**src/enc_pkg.sv**
```systemverilog
// Purpose: shared constants and types for the encoder event and time counter.
// Assumes: 125 MHz mclk, APB register access with 32-bit data.
// Notes: offsets, fields, reset values and timing counts.
// How it works
// [RULE_01] event mode counts pulses per sampling interval, up to about 500 kHz
// [RULE_02] one event is a rising edge of the conditioned input
// [RULE_03] settings: single or dual track, index start or not, pulses-per-unit gain
// [RULE_04] differential distance: interval step count times the distance gain
// [RULE_05] absolute distance: accumulated position, zero at start or at index
// [RULE_06] differential angle: interval step count times the angle gain
// [RULE_07] absolute angle: accumulated angle referenced to every index pulse
// [RULE_08] summed angle: accumulated, index honoured once, may pass one turn
// [RULE_09] position counter is signed 16 bits, range plus or minus 32767
// [RULE_10] dual track counts four steps per pulse, so 8192 pulses per turn
// [RULE_11] time mode measures rise to fall, fall to rise or rise to rise
// [RULE_12] software must not pick fall to fall edge pairing
// [RULE_13] interval longer than the range reads as the full-scale value
// [RULE_14] time LSB is 31.25 ns at 1 ms range, doubling with each range step; the code rounds it to 4 clocks, 32 ns
// [RULE_15] no completed time repeats the last result, zero before any result
// [RULE_16] several completed times in one interval report only the last
// [RULE_17] gain maps the configured maximum onto the 16-bit output format
// [RULE_18] with index use counting starts at the first index pulse
// [RULE_19] dual track decodes two quadrature tracks into signed direction
// [RULE_20] pin inputs pass two flip-flops before edge detection
package enc_pkg;
   // register byte offsets
   localparam logic [7:0] CTRL_OFFSET = 8'h00;
   localparam logic [7:0] GAIN_OFFSET = 8'h04;
   localparam logic [7:0] INTERVAL_OFFSET = 8'h08;
   localparam logic [7:0] RESULT_OFFSET = 8'h0C;
   localparam logic [7:0] STATUS_OFFSET = 8'h10;
   // control field positions
   localparam int CTRL_RUN_BIT = 0;
   localparam int CTRL_MODE_LSB = 1;
   localparam int CTRL_DUAL_BIT = 4;
   localparam int CTRL_INDEX_BIT = 5;
   localparam int CTRL_EDGE_LSB = 6;
   localparam int CTRL_RANGE_LSB = 8;
   // status field positions
   localparam int STAT_STARTED_BIT = 0;
   localparam int STAT_OVERFLOW_BIT = 1;
   localparam int STAT_TIMEVALID_BIT = 2;
   localparam int STAT_RUN_BIT = 3;
   // reset values
   localparam logic [11:0] CTRL_RESET = 12'h000;
   localparam logic [15:0] GAIN_RESET = 16'h0100;
   localparam int GAIN_FRAC = 8;
   // timing: clock, sampling interval and time LSB
   localparam int CLK_PERIOD_PS = 8000;
   localparam int SAMPLE_US = 1000;
   localparam logic [31:0] INTERVAL_RESET = 32'((SAMPLE_US * 1000000) / CLK_PERIOD_PS);
   localparam int TIME_LSB_PS = 31250;
   localparam logic [17:0] TIME_LSB_CYCLES =
      18'((TIME_LSB_PS + CLK_PERIOD_PS / 2) / CLK_PERIOD_PS);
   localparam logic [15:0] TIME_FULL = 16'h7FFF;
   localparam logic signed [15:0] POS_MAX = 16'sh7FFF;
   localparam logic signed [15:0] POS_MIN = -16'sh7FFF;

   typedef enum logic [2:0] {
      MODE_EVENTS, MODE_DIST_DIFF, MODE_DIST_ABS, MODE_ANGLE_DIFF,
      MODE_ANGLE_ABS, MODE_ANGLE_SUM, MODE_TIME, MODE_SPARE
   } mode_t;

   typedef enum logic [1:0] {
      EDGE_RISE_FALL, EDGE_FALL_RISE, EDGE_RISE_RISE, EDGE_FALL_FALL
   } edge_t;
endpackage : enc_pkg

```
**src/encoder_event_time_counter.sv**
```systemverilog
// Purpose: incremental counter channel: events, distance, angle and time per interval.
// Assumes: comparator outputs arrive asynchronously; APB master per protocol.
// Notes: one result per sampling interval, pulsed on resultValid.
//
// The implementer's own choices: the APB register port and the address map.
`timescale 1ns/1ps
module encoder_event_time_counter #(
   parameter logic [31:0] DEFAULT_INTERVAL = enc_pkg::INTERVAL_RESET
) (
   input wire logic mclk,
   input wire logic rst,
   input wire logic psel,
   input wire logic penable,
   input wire logic pwrite,
   input wire logic [7:0] paddr,
   input wire logic [31:0] pwdata,
   output logic [31:0] prdata,
   output logic pready,
   output logic pslverr,
   input wire logic trackA,
   input wire logic trackB,
   input wire logic indexPulse,
   output logic [15:0] result,
   output logic resultValid
);
   ////////////////////////////////////////////////////////////////////////////
   // register state
   logic [11:0] ctrl;
   logic [15:0] gain;
   logic [31:0] interval;
   logic runPrev, started, overflow, timeValid, mapped, wrEn, startPulse, run, dual, indexEn;
   logic [3:0] range;
   enc_pkg::mode_t mode;
   enc_pkg::edge_t edgeSel;

   assign run = ctrl[enc_pkg::CTRL_RUN_BIT];
   assign mode = enc_pkg::mode_t'(ctrl[enc_pkg::CTRL_MODE_LSB +: 3]);
   assign dual = ctrl[enc_pkg::CTRL_DUAL_BIT];
   assign indexEn = ctrl[enc_pkg::CTRL_INDEX_BIT];
   assign edgeSel = enc_pkg::edge_t'(ctrl[enc_pkg::CTRL_EDGE_LSB +: 2]);
   assign range = ctrl[enc_pkg::CTRL_RANGE_LSB +: 4];

   ////////////////////////////////////////////////////////////////////////////
   // apb slave with zero wait states
   always_comb begin
      if (paddr == enc_pkg::CTRL_OFFSET) begin
         mapped = 1'b1;
      end else if (paddr == enc_pkg::GAIN_OFFSET) begin
         mapped = 1'b1;
      end else if (paddr == enc_pkg::INTERVAL_OFFSET) begin
         mapped = 1'b1;
      end else if (paddr == enc_pkg::RESULT_OFFSET) begin
         mapped = 1'b1;
      end else if (paddr == enc_pkg::STATUS_OFFSET) begin
         mapped = 1'b1;
      end else begin
         mapped = 1'b0;
      end
   end

   assign pready = 1'b1;
   assign pslverr = psel & penable & ~mapped;
   assign wrEn = psel & penable & pwrite & mapped;

   // read mux sampled in setup so prdata is a flop during the access phase
   always_ff @(posedge mclk) begin
      if (rst) begin
         prdata <= 32'h0000_0000;
      end else if (psel && !penable && !pwrite) begin
         if (paddr == enc_pkg::CTRL_OFFSET) begin
            prdata <= {20'h00000, ctrl};
         end else if (paddr == enc_pkg::GAIN_OFFSET) begin
            prdata <= {16'h0000, gain};
         end else if (paddr == enc_pkg::INTERVAL_OFFSET) begin
            prdata <= interval;
         end else if (paddr == enc_pkg::RESULT_OFFSET) begin
            prdata <= {16'h0000, result};
         end else if (paddr == enc_pkg::STATUS_OFFSET) begin
            prdata <= {28'h0000000, run, timeValid, overflow, started};
         end else begin
            prdata <= 32'h0000_0000;
         end
      end
   end

   // writable configuration: mode, track count, index use, edges, range, gain
   always_ff @(posedge mclk) begin
      if (rst) begin
         ctrl <= enc_pkg::CTRL_RESET;
         gain <= enc_pkg::GAIN_RESET;
         interval <= DEFAULT_INTERVAL;
      end else if (wrEn) begin
         if (paddr == enc_pkg::CTRL_OFFSET) begin
            ctrl <= pwdata[11:0]; // RULE_03
         end else if (paddr == enc_pkg::GAIN_OFFSET) begin
            gain <= pwdata[15:0]; // RULE_17
         end else if (paddr == enc_pkg::INTERVAL_OFFSET) begin
            interval <= (pwdata == 32'h0000_0000) ? 32'h0000_0001 : pwdata;
         end
      end
   end

   ////////////////////////////////////////////////////////////////////////////
   // pin synchronisers
   logic aLevel, aRise, aFall, bLevel, idxRise;

   pin_sync syncA (
      .mclk(mclk), .rst(rst), .pin(trackA),
      .level(aLevel), .rise(aRise), .fall(aFall)
   );
   pin_sync syncB (
      .mclk(mclk), .rst(rst), .pin(trackB),
      .level(bLevel), .rise(), .fall()
   );
   pin_sync syncIdx (
      .mclk(mclk), .rst(rst), .pin(indexPulse),
      .level(), .rise(idxRise), .fall()
   );

   ////////////////////////////////////////////////////////////////////////////
   // measurement start and index arming
   assign startPulse = run & ~runPrev;

   // with index use nothing counts until the first index edge
   always_ff @(posedge mclk) begin
      if (rst) begin
         runPrev <= 1'b0;
         started <= 1'b0;
      end else begin
         runPrev <= run;
         if (!run) begin
            started <= 1'b0;
         end else if (startPulse) begin
            started <= ~indexEn; // RULE_18
         end else if (idxRise) begin
            started <= 1'b1; // RULE_18
         end
      end
   end

   ////////////////////////////////////////////////////////////////////////////
   // step decoding
   logic [1:0] prevAB;
   logic stepUp, stepDn;

   always_ff @(posedge mclk) begin
      if (rst) begin
         prevAB <= 2'h0;
      end else begin
         prevAB <= {aLevel, bLevel};
      end
   end

   // quadrature gives four steps per pulse, which caps usable resolution
   always_comb begin
      stepUp = 1'b0;
      stepDn = 1'b0;
      if (!dual) begin
         stepUp = aRise; // RULE_02
      end else begin
         case ({prevAB, aLevel, bLevel}) // RULE_19 RULE_10
            4'b0001, 4'b0111, 4'b1110, 4'b1000: stepUp = 1'b1;
            4'b0010, 4'b1011, 4'b1101, 4'b0100: stepDn = 1'b1;
            default: stepUp = 1'b0;
         endcase
      end
   end

   ////////////////////////////////////////////////////////////////////////////
   // sampling interval timer
   logic [31:0] timer;
   logic sampleTick;

   assign sampleTick = run && (timer == interval - 32'h0000_0001);

   always_ff @(posedge mclk) begin
      if (rst) begin
         timer <= 32'h0000_0000;
      end else if (!run || startPulse || sampleTick) begin
         timer <= 32'h0000_0000;
      end else begin
         timer <= timer + 32'h0000_0001;
      end
   end

   ////////////////////////////////////////////////////////////////////////////
   // event and step counters
   logic [15:0] eventCount;
   logic signed [15:0] diffCount, position;
   logic indexSeen, counting, posWrap, idxZero;

   assign counting = run & started;
   assign posWrap = (stepUp && position == enc_pkg::POS_MAX) ||
                    (stepDn && position == enc_pkg::POS_MIN);
   // absolute angle zeroes on every index; distance and summed angle only once
   assign idxZero = run && idxRise &&
                    (mode == enc_pkg::MODE_ANGLE_ABS || !indexSeen);

   // per-interval counts; an edge on the tick cycle opens the next interval
   always_ff @(posedge mclk) begin
      if (rst) begin
         eventCount <= 16'h0000;
         diffCount <= 16'sh0000;
      end else if (!counting || sampleTick) begin
         eventCount <= (counting && aRise) ? 16'h0001 : 16'h0000; // RULE_01
         diffCount <= !counting ? 16'sh0000 : stepUp ? 16'sh0001 :
                      stepDn ? -16'sh0001 : 16'sh0000; // RULE_04 RULE_06
      end else begin
         if (aRise && eventCount != 16'hFFFF) begin
            eventCount <= eventCount + 16'h0001; // RULE_01
         end
         if (stepUp) begin
            diffCount <= diffCount + 16'sh0001;
         end else if (stepDn) begin
            diffCount <= diffCount - 16'sh0001;
         end
      end
   end

   // signed 16-bit position wraps on overflow, flagged in status
   always_ff @(posedge mclk) begin
      if (rst) begin
         position <= 16'sh0000;
         indexSeen <= 1'b0;
      end else if (startPulse || !run) begin
         position <= 16'sh0000; // RULE_05 RULE_07
         indexSeen <= 1'b0;
      end else if (idxZero) begin
         position <= 16'sh0000; // RULE_07 RULE_08
         indexSeen <= 1'b1;
      end else if (counting && posWrap) begin
         position <= stepUp ? enc_pkg::POS_MIN : enc_pkg::POS_MAX; // RULE_09
      end else if (counting && stepUp) begin
         position <= position + 16'sh0001; // RULE_05
      end else if (counting && stepDn) begin
         position <= position - 16'sh0001; // RULE_05
      end
   end

   // overflow is sticky until the next start; a wrap in an index-zero cycle does not set it
   always_ff @(posedge mclk) begin
      if (rst) begin
         overflow <= 1'b0;
      end else if (counting && posWrap && !idxZero) begin
         overflow <= 1'b1; // RULE_09
      end else if (startPulse) begin
         overflow <= 1'b0;
      end
   end

   ////////////////////////////////////////////////////////////////////////////
   // time measurement on track A
   logic timing, startEdge, stopEdge, timeOn;
   logic [17:0] presc, lsbLimit;
   logic [15:0] ticks, lastTime;

   // lsb doubles with every range step
   assign lsbLimit = (enc_pkg::TIME_LSB_CYCLES << range) - 18'h00001; // RULE_14
   assign timeOn = counting && mode == enc_pkg::MODE_TIME && edgeSel != enc_pkg::EDGE_FALL_FALL;

   // fall to fall is refused and simply never measures
   always_comb begin
      case (edgeSel) // RULE_11 RULE_12
         enc_pkg::EDGE_RISE_FALL: begin
            startEdge = aRise;
            stopEdge = aFall;
         end
         enc_pkg::EDGE_FALL_RISE: begin
            startEdge = aFall;
            stopEdge = aRise;
         end
         enc_pkg::EDGE_RISE_RISE: begin
            startEdge = aRise;
            stopEdge = aRise;
         end
         default: begin
            startEdge = 1'b0;
            stopEdge = 1'b0;
         end
      endcase
   end

   // a later completion overwrites an earlier one in the same interval
   always_ff @(posedge mclk) begin
      if (rst) begin
         timing <= 1'b0;
         presc <= 18'h00000;
         ticks <= 16'h0000;
         lastTime <= 16'h0000;
         timeValid <= 1'b0;
      end else if (startPulse || !timeOn) begin
         timing <= 1'b0;
         presc <= 18'h00000;
         ticks <= 16'h0000;
         if (startPulse) begin
            lastTime <= 16'h0000; // RULE_15
            timeValid <= 1'b0;
         end
      end else if (timing && stopEdge) begin
         lastTime <= ticks; // RULE_16
         timeValid <= 1'b1;
         timing <= (edgeSel == enc_pkg::EDGE_RISE_RISE);
         presc <= 18'h00001;
         ticks <= 16'h0000;
      end else if (!timing && startEdge) begin
         timing <= 1'b1;
         presc <= 18'h00001; // the edge cycle counts too
         ticks <= 16'h0000;
      end else if (timing) begin
         if (presc >= lsbLimit) begin
            presc <= 18'h00000;
            if (ticks != enc_pkg::TIME_FULL) begin
               ticks <= ticks + 16'h0001; // RULE_13
            end
         end else begin
            presc <= presc + 18'h00001;
         end
      end
   end

   ////////////////////////////////////////////////////////////////////////////
   // scaling and result
   // gain is unsigned fixed point; software derives it from pulses per unit
   function automatic logic [15:0] scaleCount(input logic signed [15:0] cnt,
                                               input logic [15:0] g);
      logic signed [32:0] prod;
      logic signed [24:0] shifted;
      prod = 33'(cnt) * $signed({17'h00000, g});
      shifted = prod[enc_pkg::GAIN_FRAC +: 25];
      if (shifted > 25'sd32767) begin
         scaleCount = 16'h7FFF;
      end else if (shifted < -25'sd32767) begin
         scaleCount = 16'h8001;
      end else begin
         scaleCount = shifted[15:0];
      end
   endfunction : scaleCount

   logic [15:0] next_result;

   always_comb begin
      case (mode)
         enc_pkg::MODE_EVENTS: next_result = eventCount; // RULE_01
         enc_pkg::MODE_DIST_DIFF: next_result = scaleCount(diffCount, gain); // RULE_04
         enc_pkg::MODE_ANGLE_DIFF: next_result = scaleCount(diffCount, gain); // RULE_06
         enc_pkg::MODE_DIST_ABS: next_result = scaleCount(position, gain); // RULE_05
         enc_pkg::MODE_ANGLE_ABS: next_result = scaleCount(position, gain); // RULE_07
         enc_pkg::MODE_ANGLE_SUM: next_result = scaleCount(position, gain); // RULE_08
         enc_pkg::MODE_TIME: next_result = lastTime; // RULE_15
         default: next_result = 16'h0000;
      endcase
   end

   // one result per interval; zero while index use still waits for its pulse
   always_ff @(posedge mclk) begin
      if (rst) begin
         result <= 16'h0000;
         resultValid <= 1'b0;
      end else begin
         resultValid <= sampleTick;
         if (sampleTick) begin
            result <= started ? next_result : 16'h0000; // RULE_17
         end
      end
   end
endmodule : encoder_event_time_counter

```
**src/pin_sync.sv**
```systemverilog
// Purpose: two-stage synchroniser with edge detection for one pin.
// Assumes: the pin is asynchronous to mclk.
// Notes: edges appear two clocks after the pin moves.
`timescale 1ns/1ps
module pin_sync (
   input wire logic mclk,
   input wire logic rst,
   input wire logic pin,
   output logic level,
   output logic rise,
   output logic fall
);
   logic stage1;
   logic stage2;

   // first stage is seen only by the second, keeping metastability out of logic
   always_ff @(posedge mclk) begin
      if (rst) begin
         stage1 <= 1'b0;
         stage2 <= 1'b0;
         level <= 1'b0;
      end else begin
         stage1 <= pin; // RULE_20
         stage2 <= stage1; // RULE_20
         level <= stage2;
      end
   end

   // each transition gives exactly one pulse
   assign rise = stage2 & ~level;
   assign fall = ~stage2 & level;
endmodule : pin_sync

```
**config.mk**
```make
export PLATFORM = sky130hd
export DESIGN_NAME = encoder_event_time_counter
export DESIGN_NICKNAME = d
export VERILOG_FILES = /design/src/enc_pkg.sv /design/src/encoder_event_time_counter.sv /design/src/pin_sync.sv
export SDC_FILE = /design/constraint.sdc
export NUM_CORES = 2
export LEC_CHECK = 0
export ABC_CLOCK_PERIOD_IN_PS = 18200
export BUFFER_PORTS_ARGS = -buffer_cell sky130_fd_sc_hd__buf_2
export CORE_MARGIN = 8
export CORE_UTILIZATION = 65
export DETAILED_ROUTE_END_ITERATION = 12
export GPL_ROUTABILITY_DRIVEN = 0
export PLACE_DENSITY = 0.83
export SLEW_MARGIN = 20
export SYNTH_ARGS = -nofsm -noshare
export SYNTH_HDL_FRONTEND = slang
export SYNTH_SLANG_ARGS = --single-unit
```
**constraint.sdc**
```tcl
create_clock -name mclk -period 18.2 [get_ports mclk]
set_clock_uncertainty 0.1 [all_clocks]
set_input_delay 2.73 -clock mclk [delete_from_list [all_inputs] [get_ports mclk]]
set_output_delay 2.73 -clock mclk [all_outputs]
set_load 0.01 [all_outputs]
```
Yosys cells after proc, flatten, opt, wreduce, memory -nomap -nowiden
Index checks and enable logic that the tools add are counted.

Equal/unequal tests: 27. Bitwise operators: 18. Reductions and logical operators: 60. Magnitude comparators: 5. Multiply operators: 2. Shift operators: 1. $add $sub $neg: 10. Muxes and demuxes: 51.

Operators with widths (count): $mux 16 (21); $mux 32 (4); $mul 16x17->33 (2); $pmux 16 s4 (1); $gt 25x16->1 const B (2); $lt 25x16->1 const B (2); $add 16x1->16 const B (2); $add 16x2->16 const B (2); $add 32x1->32 const B (1); $eq 16x16->1 const B (2); $eq 32x32->1 (1); $logic_not 32->1 (1); $sub 16x2->16 const B (2); $sub 32x1->32 const B (1); $mux 1 (21); $add 18x1->18 const B (1); $ge 18x18->1 (1); $mux 18 (1); $shl 3x4->18 const A (1); $sub 18x1->18 const B (1); $logic_and 1x1->1 (17); $eq 4x4->1 const B (4); $eq 8x4->1 const B (2); $ne 16x15->1 const B (1); 29 further kinds (80).

Output and inout bits: 51. Bits in registers: 256. Logic and storage cells: 204.

Longest topological paths before layout
Word-level depth: 9. Depth in mapped cells: 28. Gate-level depth less buffers: 24.

Cells and area by module
From an unflattened synthesis, not the netlist that was laid out.

Cells, all modules: 3865. Area, all modules: 32028.2 µm².

Modules (own cells, without submodules): encoder_event_time_counter (sequential area each 4944.7 µm², instances 1, cells an instance 3841, area each 31754.2 µm²); pin_sync (sequential area each 60.1 µm², instances 3, cells an instance 8, area each 91.3 µm²).

Worst setup path after synthesis
OpenSTA, ideal clock, no wires.

Path type: register to register. Start: reg position[9]. End: reg result[2]. Setup slack: 10.619 ns. Cell stages (with the launch flop): 29. Arrival time: 7.386 ns. Clock period less this slack: 7.581 ns. Required time: 18.005 ns. Cells stage by stage: dfxtp_1 -> clkbuf_1 -> clkbuf_1 -> nand2_1 -> fa_1 -> inv_1 -> fa_1 -> inv_1 -> fa_1 -> inv_1 -> fa_1 -> fa_1 -> inv_1 -> fa_1 -> inv_1 -> ha_1 -> clkbuf_1 -> a21oi_1 -> o21ai_0 -> or2_2 -> o211ai_1 -> a21oi_1 -> o31a_1 -> or2_2 -> nor4_1 -> a41o_1 -> clkbuf_1 -> o311ai_0 -> a221oi_1.

Word-level cells in the longest chain between the ends: 6. Elaborated cells on any way between the ends: 7. Classes of those cells: 1 x mul; 2 x order compare; 4 x mux.

Ends and longest elaborated chain: from (decl) (RTL line encoder_event_time_counter.sv:189) `logic signed [15:0] diffCount, position;`; from (signal assigned) (RTL line encoder_event_time_counter.sv:232) `position <= stepUp ? enc_pkg::POS_MIN : enc_pkg::POS_MAX;`; from (signal assigned) (RTL line encoder_event_time_counter.sv:234) `position <= position + 16'sh0001;`; from (signal assigned) (RTL line encoder_event_time_counter.sv:236) `position <= position - 16'sh0001;`; $mul 16x17->33 * (RTL line encoder_event_time_counter.sv:328) `prod = 33'(cnt) * $signed({17'h00000, g});`; $lt 25x16->1 (RTL line encoder_event_time_counter.sv:332) `end else if (shifted < -25'sd32767) begin`; $mux 16 (RTL line encoder_event_time_counter.sv:332); $mux 16 * (RTL line encoder_event_time_counter.sv:330) `if (shifted > 25'sd32767) begin`; $pmux 16 s4 * (RTL line encoder_event_time_counter.sv:342) `case (mode)`; $mux 16 * (RTL line encoder_event_time_counter.sv:362) `result <= started ? next_result : 16'h0000;`; to (signal assigned) (RTL line encoder_event_time_counter.sv:362); to (decl) (RTL line encoder_event_time_counter.sv:23) `output logic [15:0] result,`.

Mark *: on every way between the ends. The rest lies on a longest branch, timed or not. A chain may end at the register's enable or synchronous reset.

Worst setup path in the final report
Start: reg gain[4]. End: reg result[2].

Word-level cells in the longest chain between the ends: 6. Elaborated cells on any way between the ends: 12. Classes of those cells: 2 x mul; 4 x order compare; 6 x mux.

Ends and longest elaborated chain: from (decl) (RTL line encoder_event_time_counter.sv:29) `logic [15:0] gain;`; from (signal assigned) (RTL line encoder_event_time_counter.sv:90) `gain <= enc_pkg::GAIN_RESET;`; from (signal assigned) (RTL line encoder_event_time_counter.sv:96) `gain <= pwdata[15:0];`; $mul 16x17->33 (RTL line encoder_event_time_counter.sv:328); $lt 25x16->1 (RTL line encoder_event_time_counter.sv:332); $mux 16 (RTL line encoder_event_time_counter.sv:332); $mux 16 (RTL line encoder_event_time_counter.sv:330); $pmux 16 s4 * (RTL line encoder_event_time_counter.sv:342); $mux 16 * (RTL line encoder_event_time_counter.sv:362).

Marks and branches as above.

==> run_results.csv <==
group,metric,value,unit
run_status,status,"completed",
routing,ant_nets,0,
synthesis,ys_types,86,
run,drv_cap,0,
clocking,post_cts_resized,0,
routing,highest_layer,"met4",
floorplan,coreArea,49000,um2
setup_path,path_common_cell,"fa_1",
synthesis,synth_warnings,0,
routing,drt_wl_total,85.1,mm
sta,period_minus_slack,8420,ps
floorplan,dieArea,56900,um2
floorplan,pin_count,99,
synthesis,synth_top_family_by_area,"adder cells",
synthesis,synthXorXnorAreaFrac,0.0487,
sta,max_freq,0.119,GHz
clocking,hold_buffers,0,
setup_path,critPathLaunchType,"register",
global_routing,grt_pass1_wl,141,mm
setup_path,cp_data_required_time,18590,ps
global_routing,grt_max_degree,71,
clocking,worst_skew_pair.late_latency,580,ps
global_routing,antenna_found_initial,2,
pwr,intPower,878,uW
sta,rsz0062_at_grt,"false",
final_layout,areaGrowthSynthToFinish,5.03,%
clocking,path_clk_slew,60,ps
floorplan,initial_core_util,0.657,
synthesis,syn_inst,3864,
setup_path,crit_slowest_cell,"dfxtp_1",
clocking,tritoncts,"built",
pwr,net-switching-power,260,uW
routing,wl_met2,39.7,mm
synthesis,synth_edf_count,0,
routing,wl_met3,8.02,mm
placed_design,io_buffer_count,97,
global_routing,grt_overflow,0,
synthesis,synth-seq-cells,256,
setup_path,worst-path-max-fanout,23,
sta,worst_slew_pin_slew,1170,ps
pwr,power_frac_seq,0.494,
sta,setup-tns-final,0,ps
sta,hold_viol_final,0,
clocking,postCtsSetupRepairBufs,0,
clocking,cts_max_level,1,
sta,relSlewSlack,0.211,
clocking,clock_path_buffers,3,
routing,wl_per_cell,18.9,um
pwr,comb_power_share,0.029,
sta,finalSetupViolations,0,
setup_path,slowest_delay,720,ps
setup_path,crit_path_end_kind,"register",
synthesis,yosys.area_share.adder,0.355,
sta,slew_viol_final,0,
routing,drt_first_pass_iters,6,
setup_path,worst_ep_arrival_time,8810,ps
clocking,cts-buffers-inserted,27,
synthesis,synth_seq_area_share,0.159,
clocking,cts-root-buf,"clkbuf_16",
floorplan,die_height,238,um
final_layout,drive_gt1_frac,0.0563,
pwr,leakage,15.8,nW
placed_design,dpl.hpwl,64.3,mm
pwr,powerDensity,33.7,nW/um2
routing,met1Wirelength,32.8,mm
sta,fin_crit_sh,0.463,
global_routing,grt_usage,0.301,
placed_design,place_area,32900,um2
global_routing,first_global_vias,27700,
floorplan,fp.dieW,238,um
pwr,vdd_drop_max,84.8,uV
pwr,power_frac_clock,0.477,
final_layout,final_nets,4546,
final_layout,final_area,33800,um2
synthesis,postSynthAreaPerCell,8.33,um2
routing,drc,0,
sta,hold_slack,333,ps
setup_path,crit_type,"reg2reg",
synthesis,yosys.area_share.simple,0.210,
synthesis,synthArstFlopShare,0,
pwr,netSwitchingFraction,0.229,
routing,drt_iter0_markers,2253,
clocking,clock_sinks,256,
synthesis,synth_compound_area_frac,0.120,
worst_hold_path,hp-class,"reg2reg",
setup_path,path_cells,"buf_4 > and2_1 > fa_1 > inv_1 > fa_1 > inv_1 > fa_1 > fa_1 > fa_1 > inv_1 > fa_1 > inv_1 > ha_1 > a21oi_1 > o21ai_0 > or2_2 > o211ai_1 > a21oi_1 > o31a_1 > or2_2 > nor4_1 > a41o_1 > o311ai_0 > a221oi_1",
synthesis,synth_ff_type,"dfxtp_1",
synthesis,muxShareOfSynthArea,0.0154,
synthesis,syn_area,32200,um2
routing,dr_total_vias,27600,
routing,viasPerCell,6.12,
floorplan,num_rows,81,
-- cell type report --
cell class,count,area [um2]
flip-flops and latches,256,5120
well taps,664,831
multi-input cells,2835,24100
fillers,3909,15200
repair buffers,127,713
diodes,2,5.00
clock inverters,4,62.6
inverters,571,2140
clock buffers,43,776
-- synth_stat cells, types with 15 or more instances --
cell type | instances | area [um2]
a221oi_1 | 35 | 307
nand2_1 | 451 | 1690
nand4_1 | 45 | 282
a211oi_1 | 21 | 158
or2_2 | 15 | 93.8
mux2i_1 | 17 | 170
nor2_1 | 266 | 998
clkbuf_1 | 193 | 724
and2_1 | 243 | 1520
a31oi_1 | 24 | 150
xnor2_1 | 112 | 981
dfxtp_1 | 256 | 5120
a21o_1 | 43 | 323
fa_1 | 388 | 7770
nand2b_1 | 31 | 194
ha_1 | 292 | 3650
o21ai_0 | 63 | 315
xor2_1 | 67 | 587
nor3_1 | 64 | 320
nor4_1 | 34 | 213
inv_1 | 571 | 2140
nand3_1 | 95 | 475
and3_1 | 27 | 169
a21oi_1 | 168 | 841
or3_1 | 21 | 131
a22oi_1 | 53 | 398
nor2b_1 | 34 | 213
-- layout by cell type (no fill, tap or decap), types with 12 or more instances in the layout --
cell type / Yosys / routed
inv_1: 571 / 571
nand2_1: 451 / 451
fa_1: 388 / 388
ha_1: 292 / 292
nor2_1: 266 / 264
dfxtp_1: 256 / 256
and2_1: 243 / 243
a21oi_1: 168 / 168
xnor2_1: 112 / 112
buf_2: 3 / 96
nand3_1: 95 / 95
xor2_1: 67 / 67
o21ai_0: 63 / 63
nor3_1: 64 / 63
a22oi_1: 53 / 53
nand4_1: 45 / 45
a21o_1: 43 / 43
a221oi_1: 35 / 35
nor2b_1: 34 / 34
nor4_1: 34 / 34
nand2b_1: 31 / 31
buf_4: 1 / 31
and3_1: 27 / 27
clkbuf_16: 0 / 27
a31oi_1: 24 / 24
or3_1: 21 / 21
a211oi_1: 21 / 21
mux2i_1: 17 / 17
or2_2: 15 / 15
a22o_1: 13 / 13
or4_1: 13 / 13
o211ai_1: 13 / 13
mux4_2: 12 / 12
clkbuf_1: 193 / 12
-- through the flow --
stage	util	instances	setup WS, ps	power, mW
2_1_floorplan	-	3865	10620	0.593
3_3_place_gp	0.673	4453	10130	0.606
3_5_place_dp	0.673	4453	9930	0.606
4_1_cts	0.690	4500	9930	1.14
5_1_grt	0.690	4500	9280	1.17
6_report	0.690	4502	9780	1.14
-- per-layer routing --
metal  track usage  up-vias
met1         0.377    13400
met4         0.148        0
met2         0.492     1322
met5             0        -
li1              -    12600
met3        0.0615      294
-- state kept, by name (all words and copies together), names as in the netlist, 2 cells and up --
signal / flops
timer: 32
gain: 16
eventCount: 16
ctrl: 12
prevAB: 2
presc: 18
diffCount: 16
position: 16
prdata: 32
result: 16
interval: 32
lastTime: 16
ticks: 16
-- worst max-delay path: cells and delay by family, from the launching register on --
family	cells	cell delay, ps
simple gates	4	1360
buf+inv	5	690
fa+ha+maj	7	3240
flops	1	720
compound gates	8	2190
-- path summary, 6_finish.rpt --
kind | from | end | slack (ps) | cells after the start
max | gain[4]$_SDFFE_PP0P_ | result[2]$_SDFFE_PP0P_ | 9780 | 24
min | syncB.stage1$_SDFF_PP0_ | syncB.stage2$_SDFF_PP0_ | 330 | 1
max reg2reg | gain[4]$_SDFFE_PP0P_ | result[2]$_SDFFE_PP0P_ | 9780 | 24
min reg2reg | syncB.stage1$_SDFF_PP0_ | syncB.stage2$_SDFF_PP0_ | 330 | 1
-- power by group through the flow --
stage	logic [mW]	registers (mW)	clock network, mW
6_report	0.0328	0.562	0.543
2_1_floorplan	0.0179	0.575	0
5_1_grt	0.0348	0.562	0.573
3_5_place_dp	0.0317	0.575	0
4_1_cts	0.0320	0.562	0.547
3_3_place_gp	0.0315	0.575	0
-- kinds of logic (layout without fill, tap and decap cells) --
family | after synthesis | after routing
adders and majority gates | 680 | 680
AOI/OAI and AO/OA | 560 | 560
other | 1 | 4
and+or+nand+nor | 1380 | 1380
buffers and inverters | 774 | 745
xor gates and xnor gates | 179 | 179
DFF | 256 | 256
muxes | 34 | 34
No activity file was read; power rests on OpenSTA's default activity.
